## config.mk

```make
export PLATFORM = sky130hd
export DESIGN_NAME = uhpm_top
export DESIGN_NICKNAME = d
export VERILOG_FILES = /design/src/uhpm_sync.v /design/src/uhpm_top.v
export VERILOG_INCLUDE_DIRS = /design/src /design/src/src
export SDC_FILE = /design/constraint.sdc
export NUM_CORES = 1
export LEC_CHECK = 0
export BUFFER_PORTS_ARGS = -buffer_cell sky130_fd_sc_hd__clkbuf_2
export CAP_MARGIN = 15
export CORE_MARGIN = 2
export CORE_UTILIZATION = 57
export CTS_CLUSTER_DIAMETER = 50
export DETAILED_ROUTE_END_ITERATION = 10
export PLACE_DENSITY = 0.86
export SYNTH_ARGS = -nofsm -noshare
export SYNTH_HDL_FRONTEND = slang
export SYNTH_HIERARCHICAL = 1
export SYNTH_SLANG_ARGS = --single-unit
```

## constraint.sdc

```tcl
create_clock -name sys_clk -period 1.9 [get_ports sys_clk]
set_input_delay 0 -clock sys_clk [delete_from_list [all_inputs] [get_ports sys_clk]]
set_output_delay 0 -clock sys_clk [all_outputs]
set_load 0.05 [all_outputs]
```

## src/uhpm_consts.vh

```
// constants for the uart host port and modem line block
`ifndef UHPM_CONSTS_VH
`define UHPM_CONSTS_VH

// =====================================================
// register offsets on the three select bits
`define UHPM_OFF_IER 3'h1
`define UHPM_OFF_AFR 3'h2
`define UHPM_OFF_MCTL 3'h4
`define UHPM_OFF_MSR 3'h6
`define UHPM_OFF_SCR 3'h7

// =====================================================
// field positions
`define UHPM_IER_MSI 3
`define UHPM_AFR_RS485 4
`define UHPM_MCTL_DTR 0
`define UHPM_MCTL_LOOP 4
`define UHPM_MCTL_AUTOCTS 5
`define UHPM_MSR_DCTS 0
`define UHPM_MSR_DDSR 1
`define UHPM_MSR_DDCD 3
`define UHPM_MSR_CTS 4
`define UHPM_MSR_DSR 5
`define UHPM_MSR_DCD 7

// =====================================================
// reset values and the read value of unmapped offsets
`define UHPM_RST_REG 8'h00
`define UHPM_RST_SYNC 3'h7
`define UHPM_READ_NONE 8'h00

`endif

```

## src/uhpm_sync.v

```verilog
// two-stage synchroniser for the modem status inputs
`timescale 1ns/1ps
`default_nettype none
module uhpm_sync #(
  parameter WIDTH = 3
) (
  input wire sys_clk, // system clock
  input wire rstn, // synchronous reset, active low
  input wire [WIDTH-1:0] asyncIn, // raw pin levels
  input wire [WIDTH-1:0] resetVal, // level taken during reset
  output wire [WIDTH-1:0] syncOut // synchronised levels
);
  reg [WIDTH-1:0] stage1_q;
  reg [WIDTH-1:0] stage2_q;
  genvar i;

  // =====================================================
  // per-bit double flop; the first stage feeds only the second
  generate
    for (i = 0; i < WIDTH; i = i + 1) begin : gBit
      always @(posedge sys_clk) begin
        if (!rstn) begin
          stage1_q[i] <= resetVal[i];
          stage2_q[i] <= resetVal[i];
        end else begin
          stage1_q[i] <= asyncIn[i];
          stage2_q[i] <= stage1_q[i];
        end
      end
    end
  endgenerate

  assign syncOut = stage2_q;
endmodule
`default_nettype wire

```

## src/uhpm_top.v

```verilog
// host parallel port and modem handshake lines of one serial element
`timescale 1ns/1ps
`default_nettype none
`include "uhpm_consts.vh"
module uhpm_top (
  input wire sys_clk, // system clock, 50 MHz
  input wire rstn, // synchronous master reset, active low
  input wire chipSelN, // chip select, active low
  input wire read_strobe_n, // read strobe, active low
  input wire write_strobe_n, // write strobe, active low
  input wire reg_sel_bit0, // register select bit 0
  input wire reg_sel_bit1, // register select bit 1
  input wire reg_sel_bit2, // register select bit 2
  input wire ifaceSel, // high: separate strobes, low: write strobe only
  input wire [7:0] dataIn, // data bus as seen from the pins
  output reg [7:0] dataOut, // data bus driven value
  output reg dataOe, // high while the bus is driven
  input wire ctsN, // clear to send, active low
  input wire dsrN, // data set ready, active low
  input wire cdN, // carrier detect, active low
  input wire txPending, // transmitter holds data still to send
  output reg txAllowed, // transmitter may proceed
  output reg dtrN, // data terminal ready, active low
  output reg modemIrq // modem status interrupt, active high
);
  // one-hot access states
  localparam [2:0] ST_IDLE = 3'b001;
  localparam [2:0] ST_READ = 3'b010;
  localparam [2:0] ST_HOLD = 3'b100;

  reg [2:0] state_q;
  reg [2:0] state_d;
  reg [2:0] selLatch_q;
  reg csPrev_q;
  reg [7:0] intEnable_q;
  reg [7:0] altFunc_q;
  reg [7:0] modem_control_reg_q;
  reg [7:0] scratch_q;
  reg [2:0] linePrev_q;
  reg [2:0] delta_q;
  reg [2:0] delta_d;
  reg [2:0] irqPend_q;
  reg [2:0] irqPend_d;
  wire [2:0] regSel;
  wire [2:0] lineSync;
  wire [2:0] lineChange;
  wire csActive;
  wire csFall;
  reg wrNow;
  reg rdStart;
  reg rdEnd;
  reg [7:0] rdMux;
  wire msrClear;
  wire ctsActive;
  wire dsrActive;
  wire cdActive;
  wire loopMode;
  wire autoCts;
  wire rs485Mode;
  wire irqLevel;

  // =====================================================
  // decode helpers

  // true when the select bits point at a given register
  function hitReg;
    input [2:0] sel;
    input [2:0] offset;
    begin
      hitReg = (sel == offset);
    end
  endfunction

  assign regSel = {reg_sel_bit2, reg_sel_bit1, reg_sel_bit0};
  assign csActive = !chipSelN;
  assign csFall = csActive && csPrev_q; // csPrev_q holds last chip select high level

  // =====================================================
  // modem line synchronisers; idle level is high (inactive)
  uhpm_sync #(
    .WIDTH(3)
  ) uSync (
    .sys_clk(sys_clk),
    .rstn(rstn),
    .asyncIn({cdN, dsrN, ctsN}),
    .resetVal(`UHPM_RST_SYNC),
    .syncOut(lineSync)
  );

  assign ctsActive = !lineSync[0];
  assign dsrActive = !lineSync[1];
  assign cdActive = !lineSync[2]; // low on the pin means carrier found
  assign lineChange = lineSync ^ linePrev_q; // only synchronised levels compared

  assign loopMode = modem_control_reg_q[`UHPM_MCTL_LOOP];
  assign autoCts = modem_control_reg_q[`UHPM_MCTL_AUTOCTS];
  assign rs485Mode = altFunc_q[`UHPM_AFR_RS485];

  // =====================================================
  // access sequencing

  // decide start of read or write from the strobes and the interface select
  always @* begin
    state_d = state_q;
    wrNow = 1'b0;
    rdStart = 1'b0;
    rdEnd = 1'b0;
    case (state_q)
      ST_IDLE: begin
        if (csActive) begin
          if (ifaceSel) begin
            if (!read_strobe_n) begin
              rdStart = 1'b1;
              state_d = ST_READ;
            end else if (!write_strobe_n) begin
              wrNow = 1'b1;
              state_d = ST_HOLD;
            end
          end else if (csFall) begin
            // read strobe ignored here; write level at chip select fall picks direction
            if (!write_strobe_n) begin
              wrNow = 1'b1;
              state_d = ST_HOLD;
            end else begin
              rdStart = 1'b1;
              state_d = ST_READ;
            end
          end
        end
      end
      ST_READ: begin
        if (chipSelN || (ifaceSel && read_strobe_n)) begin
          rdEnd = 1'b1;
          state_d = ST_IDLE;
        end
      end
      ST_HOLD: begin
        // one store per strobe; wait for release so a long strobe writes once
        if (chipSelN || (ifaceSel && write_strobe_n)) begin
          state_d = ST_IDLE;
        end
      end
      default: begin
        state_d = ST_IDLE;
      end
    endcase
  end

  // state, chip select history and latched select
  always @(posedge sys_clk) begin
    if (!rstn) begin
      state_q <= ST_IDLE;
      csPrev_q <= 1'b1;
      selLatch_q <= 3'h0;
    end else begin
      state_q <= state_d;
      csPrev_q <= chipSelN;
      if (rdStart) begin
        selLatch_q <= regSel;
      end
    end
  end

  // =====================================================
  // writable registers

  // bus bit n lands in register bit n, so bit 0 stays the lsb
  // writes to the status offset or unmapped offsets fall through and change nothing
  always @(posedge sys_clk) begin
    if (!rstn) begin
      intEnable_q <= `UHPM_RST_REG;
      altFunc_q <= `UHPM_RST_REG;
      modem_control_reg_q <= `UHPM_RST_REG;
      scratch_q <= `UHPM_RST_REG;
    end else if (wrNow) begin
      if (hitReg(regSel, `UHPM_OFF_IER)) begin
        intEnable_q <= dataIn;
      end
      if (hitReg(regSel, `UHPM_OFF_AFR)) begin
        altFunc_q <= dataIn;
      end
      if (hitReg(regSel, `UHPM_OFF_MCTL)) begin
        modem_control_reg_q <= dataIn;
      end
      if (hitReg(regSel, `UHPM_OFF_SCR)) begin
        scratch_q <= dataIn;
      end
    end
  end

  // =====================================================
  // modem status change flags

  // flags clear when a status read ends; a change in that same cycle still sets
  assign msrClear = rdEnd && hitReg(selLatch_q, `UHPM_OFF_MSR);

  always @* begin
    delta_d = msrClear ? 3'h0 : delta_q;
    delta_d = delta_d | lineChange;
  end

  always @(posedge sys_clk) begin
    if (!rstn) begin
      linePrev_q <= `UHPM_RST_SYNC;
      delta_q <= 3'h0;
      irqPend_q <= 3'h0;
    end else begin
      linePrev_q <= lineSync;
      delta_q <= delta_d;
      irqPend_q <= irqPend_d;
    end
  end

  // =====================================================
  // modem interrupt pending

  // a change counts only if its interrupt is allowed at the moment it happens,
  // so enabling later does not turn an old change into a fresh interrupt
  always @* begin
    irqPend_d = msrClear ? 3'h0 : irqPend_q;
    if (intEnable_q[`UHPM_IER_MSI]) begin
      irqPend_d[0] = irqPend_d[0] | (lineChange[0] & !autoCts);
      irqPend_d[2:1] = irqPend_d[2:1] | lineChange[2:1];
    end
  end

  // =====================================================
  // read path

  // register read mux; unmapped offsets read as zero
  // the status byte is rebuilt every cycle, so a long read shows live line levels
  always @* begin
    rdMux = `UHPM_READ_NONE;
    if (hitReg(selLatch_q, `UHPM_OFF_IER)) begin
      rdMux = intEnable_q;
    end else if (hitReg(selLatch_q, `UHPM_OFF_AFR)) begin
      rdMux = altFunc_q;
    end else if (hitReg(selLatch_q, `UHPM_OFF_MCTL)) begin
      rdMux = modem_control_reg_q;
    end else if (hitReg(selLatch_q, `UHPM_OFF_MSR)) begin
      rdMux[`UHPM_MSR_DCTS] = delta_q[0];
      rdMux[`UHPM_MSR_DDSR] = delta_q[1];
      rdMux[`UHPM_MSR_DDCD] = delta_q[2];
      rdMux[`UHPM_MSR_CTS] = ctsActive;
      rdMux[`UHPM_MSR_DSR] = dsrActive;
      rdMux[`UHPM_MSR_DCD] = cdActive;
    end else if (hitReg(selLatch_q, `UHPM_OFF_SCR)) begin
      rdMux = scratch_q;
    end
  end

  // bus drive flag; only in the read state, dropping the edge after a release is seen
  always @(posedge sys_clk) begin
    if (!rstn) begin
      dataOe <= 1'b0;
    end else begin
      dataOe <= (state_q == ST_READ) && (state_d == ST_READ);
    end
  end

  // bus data trails the read state by a cycle; zero outside reads so nothing stale leaks out
  always @(posedge sys_clk) begin
    if (!rstn) begin
      dataOut <= 8'h00;
    end else if (state_q == ST_READ) begin
      dataOut <= rdMux;
    end else begin
      dataOut <= 8'h00;
    end
  end

  // =====================================================
  // modem outputs and interrupt

  // interrupt pin follows any pending cause while the enable stays set
  assign irqLevel = intEnable_q[`UHPM_IER_MSI] && (|irqPend_q);

  // loop mode wins over everything so the line is quiet during self test
  always @(posedge sys_clk) begin
    if (!rstn) begin
      dtrN <= 1'b1;
    end else if (loopMode) begin
      dtrN <= 1'b1;
    end else if (rs485Mode) begin
      dtrN <= !txPending;
    end else begin
      dtrN <= !modem_control_reg_q[`UHPM_MCTL_DTR];
    end
  end

  // transmit gate and interrupt pin, both one edge behind their causes
  always @(posedge sys_clk) begin
    if (!rstn) begin
      txAllowed <= 1'b0;
      modemIrq <= 1'b0;
    end else begin
      txAllowed <= !autoCts || ctsActive;
      modemIrq <= irqLevel;
    end
  end
endmodule
`default_nettype wire

```

==> results.cfg <==
[power_and_ir_drop]
leakagePower_nw = 1.46
p_total_mw = 3.09
peakVddDrop_uv = 583
cellPowerDensity_nw_per_um2 = 908
swShare = 0.225
switching_power_mw = 0.693
p_int_mw = 2.39
pwr-share-comb = 0.081
power_frac_clock = 0.446
seqPwrFrac = 0.474

[setup_path]
crit_type = register to register
arrival_ns = 1.95
critPathCaptureType = register
crit_fanout = 8
worstPathRequired_ns = 2.18
cp-start-kind = register

[place]
post-place-ws_ns = 0.240
gp_congestion = 0.861
io_buffers = 32
hpwl_um = 3820
dpl_cell_area_sq_um = 3010
dp_cells = 362

[sta]
clock.fmax_mhz = 596
finalHoldViolCount = 0
fin_tns_setup_ns = 0
skew_ns = 0.0104
setup_viol = 0
post-route-min-period_ns = 1.68
setup_ws_ns = 0.223
drv_slew = 0
fin_crit_sh = 0.883
rsz0062_at_grt = no

[global_routing]
overflow = 0
grt_usage = 0.241
grt_pass1_wl_um = 9690
grt_pass1_vias = 2099
antenna_found_initial = 0
grt_max_degree = 37

[die]
die_y_um = 73.6
io_pins = 33
fp.coreArea_sq_um = 4690
die_x_um = 73.6
fp.dieArea_sq_um = 5420
start_util = 0.589
num_rows = 25

[synthesis]
syn_area_sq_um = 2760
synth_common_cells = dfxtp_1, nand2_1, mux2i_1, a221oi_1, clkbuf_1
synth.most_common_cell = dfxtp_1
async_reset_ff_frac = 0
synth.distinct_cells = 44
synth_warnings = 6
syn-mean-instance-area_sq_um = 9.91
netlist.area_leader.share = 0.478
synth_top_area_cell = dfxtp_1
ys_seq_elements = 66
synth.yosys.seq_area_share = 0.478
yosys_most_used_dff = dfxtp_1
synth-edff-count = 0
synth_area_leaders = dfxtp_1, mux2i_1, nand2_1, a221oi_1, mux2_4
netlist_instances = 279

[hold_path]
min_path_type = input pin to register

[clock_network]
cts_root_buf = clkbuf_8
clock_path_buffers = 2
cts_max_level = 3
clock_sinks = 66
cts_resized = 0
path_clk_slew_ns = 0.07
cts_buffers = 9
clk-insertion-delay-late_ns = 0.35
cts_tree = done

[final_layout]
drive_gt1_frac = 0.212
instances_no_fill = 393
syn_to_final_growth_pct = 23.0
design_area_sq_um = 3400
layout.nets = 355
diodes = 0

[status]
outcome = complete, no violations

[drt]
drtPass1Iterations = 5
via_per_inst = 5.59
vias = 2196
routed_wl_um = 5880
routedWlPerCell_um = 15.0
drtIter0Drc = 90
drc = 0
ant_nets = 0

[job]
maxCapViolations = 0
## critical path, stage by stage, from the launching register on
cell and delay (ns):
dfxtp_1 0.37, or4b_4 0.54, nor4b_2 0.26, buf_4 0.25, mux2i_1 0.19
## cell type report
class                   count  area, sq um
clock inverters             4         72.6
flip-flops and latches     66         1320
clock buffers              12          165
repair buffers             57          398
well taps                  54         67.6
fillers                   330         1290
inverters                   2         7.51
multi-input cells         198         1370
## final timing paths
kind,to,slack (ns),cells past startpoint,start
max,intEnable_q[5],0.22,4,state_q[1]
min,scratch_q[1],0.005,3,dataIn[1]
max reg2reg,intEnable_q[5],0.22,4,state_q[1]
min reg2reg,uSync/syncOut[1],0.45,1,uSync/stage1_q[1]
## power groups by stage
stage / registers [mW] / clock network (mW) / logic (mW)
after floorplan: 1.48 / 0 / 0.159
after global placement: 1.49 / 0 / 0.217
after detailed placement: 1.49 / 0 / 0.222
after CTS: 1.46 / 1.39 / 0.248
after global routing: 1.47 / 1.44 / 0.271
final: 1.46 / 1.38 / 0.249
## registers in the layout, summed over array words and instances (netlist names)
| signal | count |
|---|---|
| altFunc_q | 8 |
| csPrev_q | 1 |
| dataOe | 1 |
| dataOut | 8 |
| delta_q | 3 |
| dtrN | 1 |
| intEnable_q | 8 |
| irqPend_q | 3 |
| linePrev_q | 3 |
| modemIrq | 1 |
| modem_control_reg_q | 8 |
| scratch_q | 8 |
| selLatch_q | 3 |
| state_q | 3 |
| txAllowed | 1 |
| uSync/stage1_q | 3 |
| uSync/syncOut | 3 |
## per-stage QoR
stage,utilization,hold WS (ns)
global placement,0.642,0.227
global route,0.724,0.0288
floorplan,-,0.101
finish,0.724,0.00484
CTS,0.724,0.00290
detailed placement,0.642,0.229
## layer usage
| layer | vias up | GRT usage | routed length, um |
|---|---|---|---|
| li1 | 1092 | - | - |
| met1 | 1043 | 0.309 | 2620 |
| met2 | 55 | 0.383 | 2890 |
| met3 | 6 | 0.0796 | 286 |
| met4 | 0 | 0.0768 | 81 |
| met5 | - | 0 | 0 |
## cell families (layout without fill, tap and decap cells)
logic type,count (synthesis),in the layout,synth area share
multiplexers,47,47,0.182
AO/OA/AOI/OAI,37,37,0.100
XOR/XNOR,4,4,0.0127
other,1,6,0.00136
flip-flops,66,66,0.478
buffers and inverters,20,75,0.0344
AND/OR/NAND/NOR,104,104,0.191
## cells in the final DEF, fill, tap and decap left out, types with 2 or more instances in the layout
cell type / instances
a221oi_1: 11
bufinv_16: 2
and2_1: 2
mux2_4: 6
nand3_1: 4
o21ai_0: 5
nand2b_1: 7
a21oi_1: 5
nor3_1: 7
nand3b_1: 2
dlygate4sd3_1: 15
buf_4: 9
xor2_1: 3
inv_1: 2
conb_1: 6
o211ai_1: 3
a211oi_1: 3
clkbuf_2: 32
mux2i_1: 38
nor3b_1: 2
clkbuf_8: 12
nor2b_1: 4
nand2_1: 59
and4b_1: 2
mux2_2: 3
dfxtp_1: 66
nor2_1: 6
o211a_1: 3
## what timing repair did
item                                   in CTS  in global routing
hold buffers                               15                  0
buffers inserted                            0                  0
endpoints found under the hold margin      36                  0
Power figures use the tool's default switching activity.
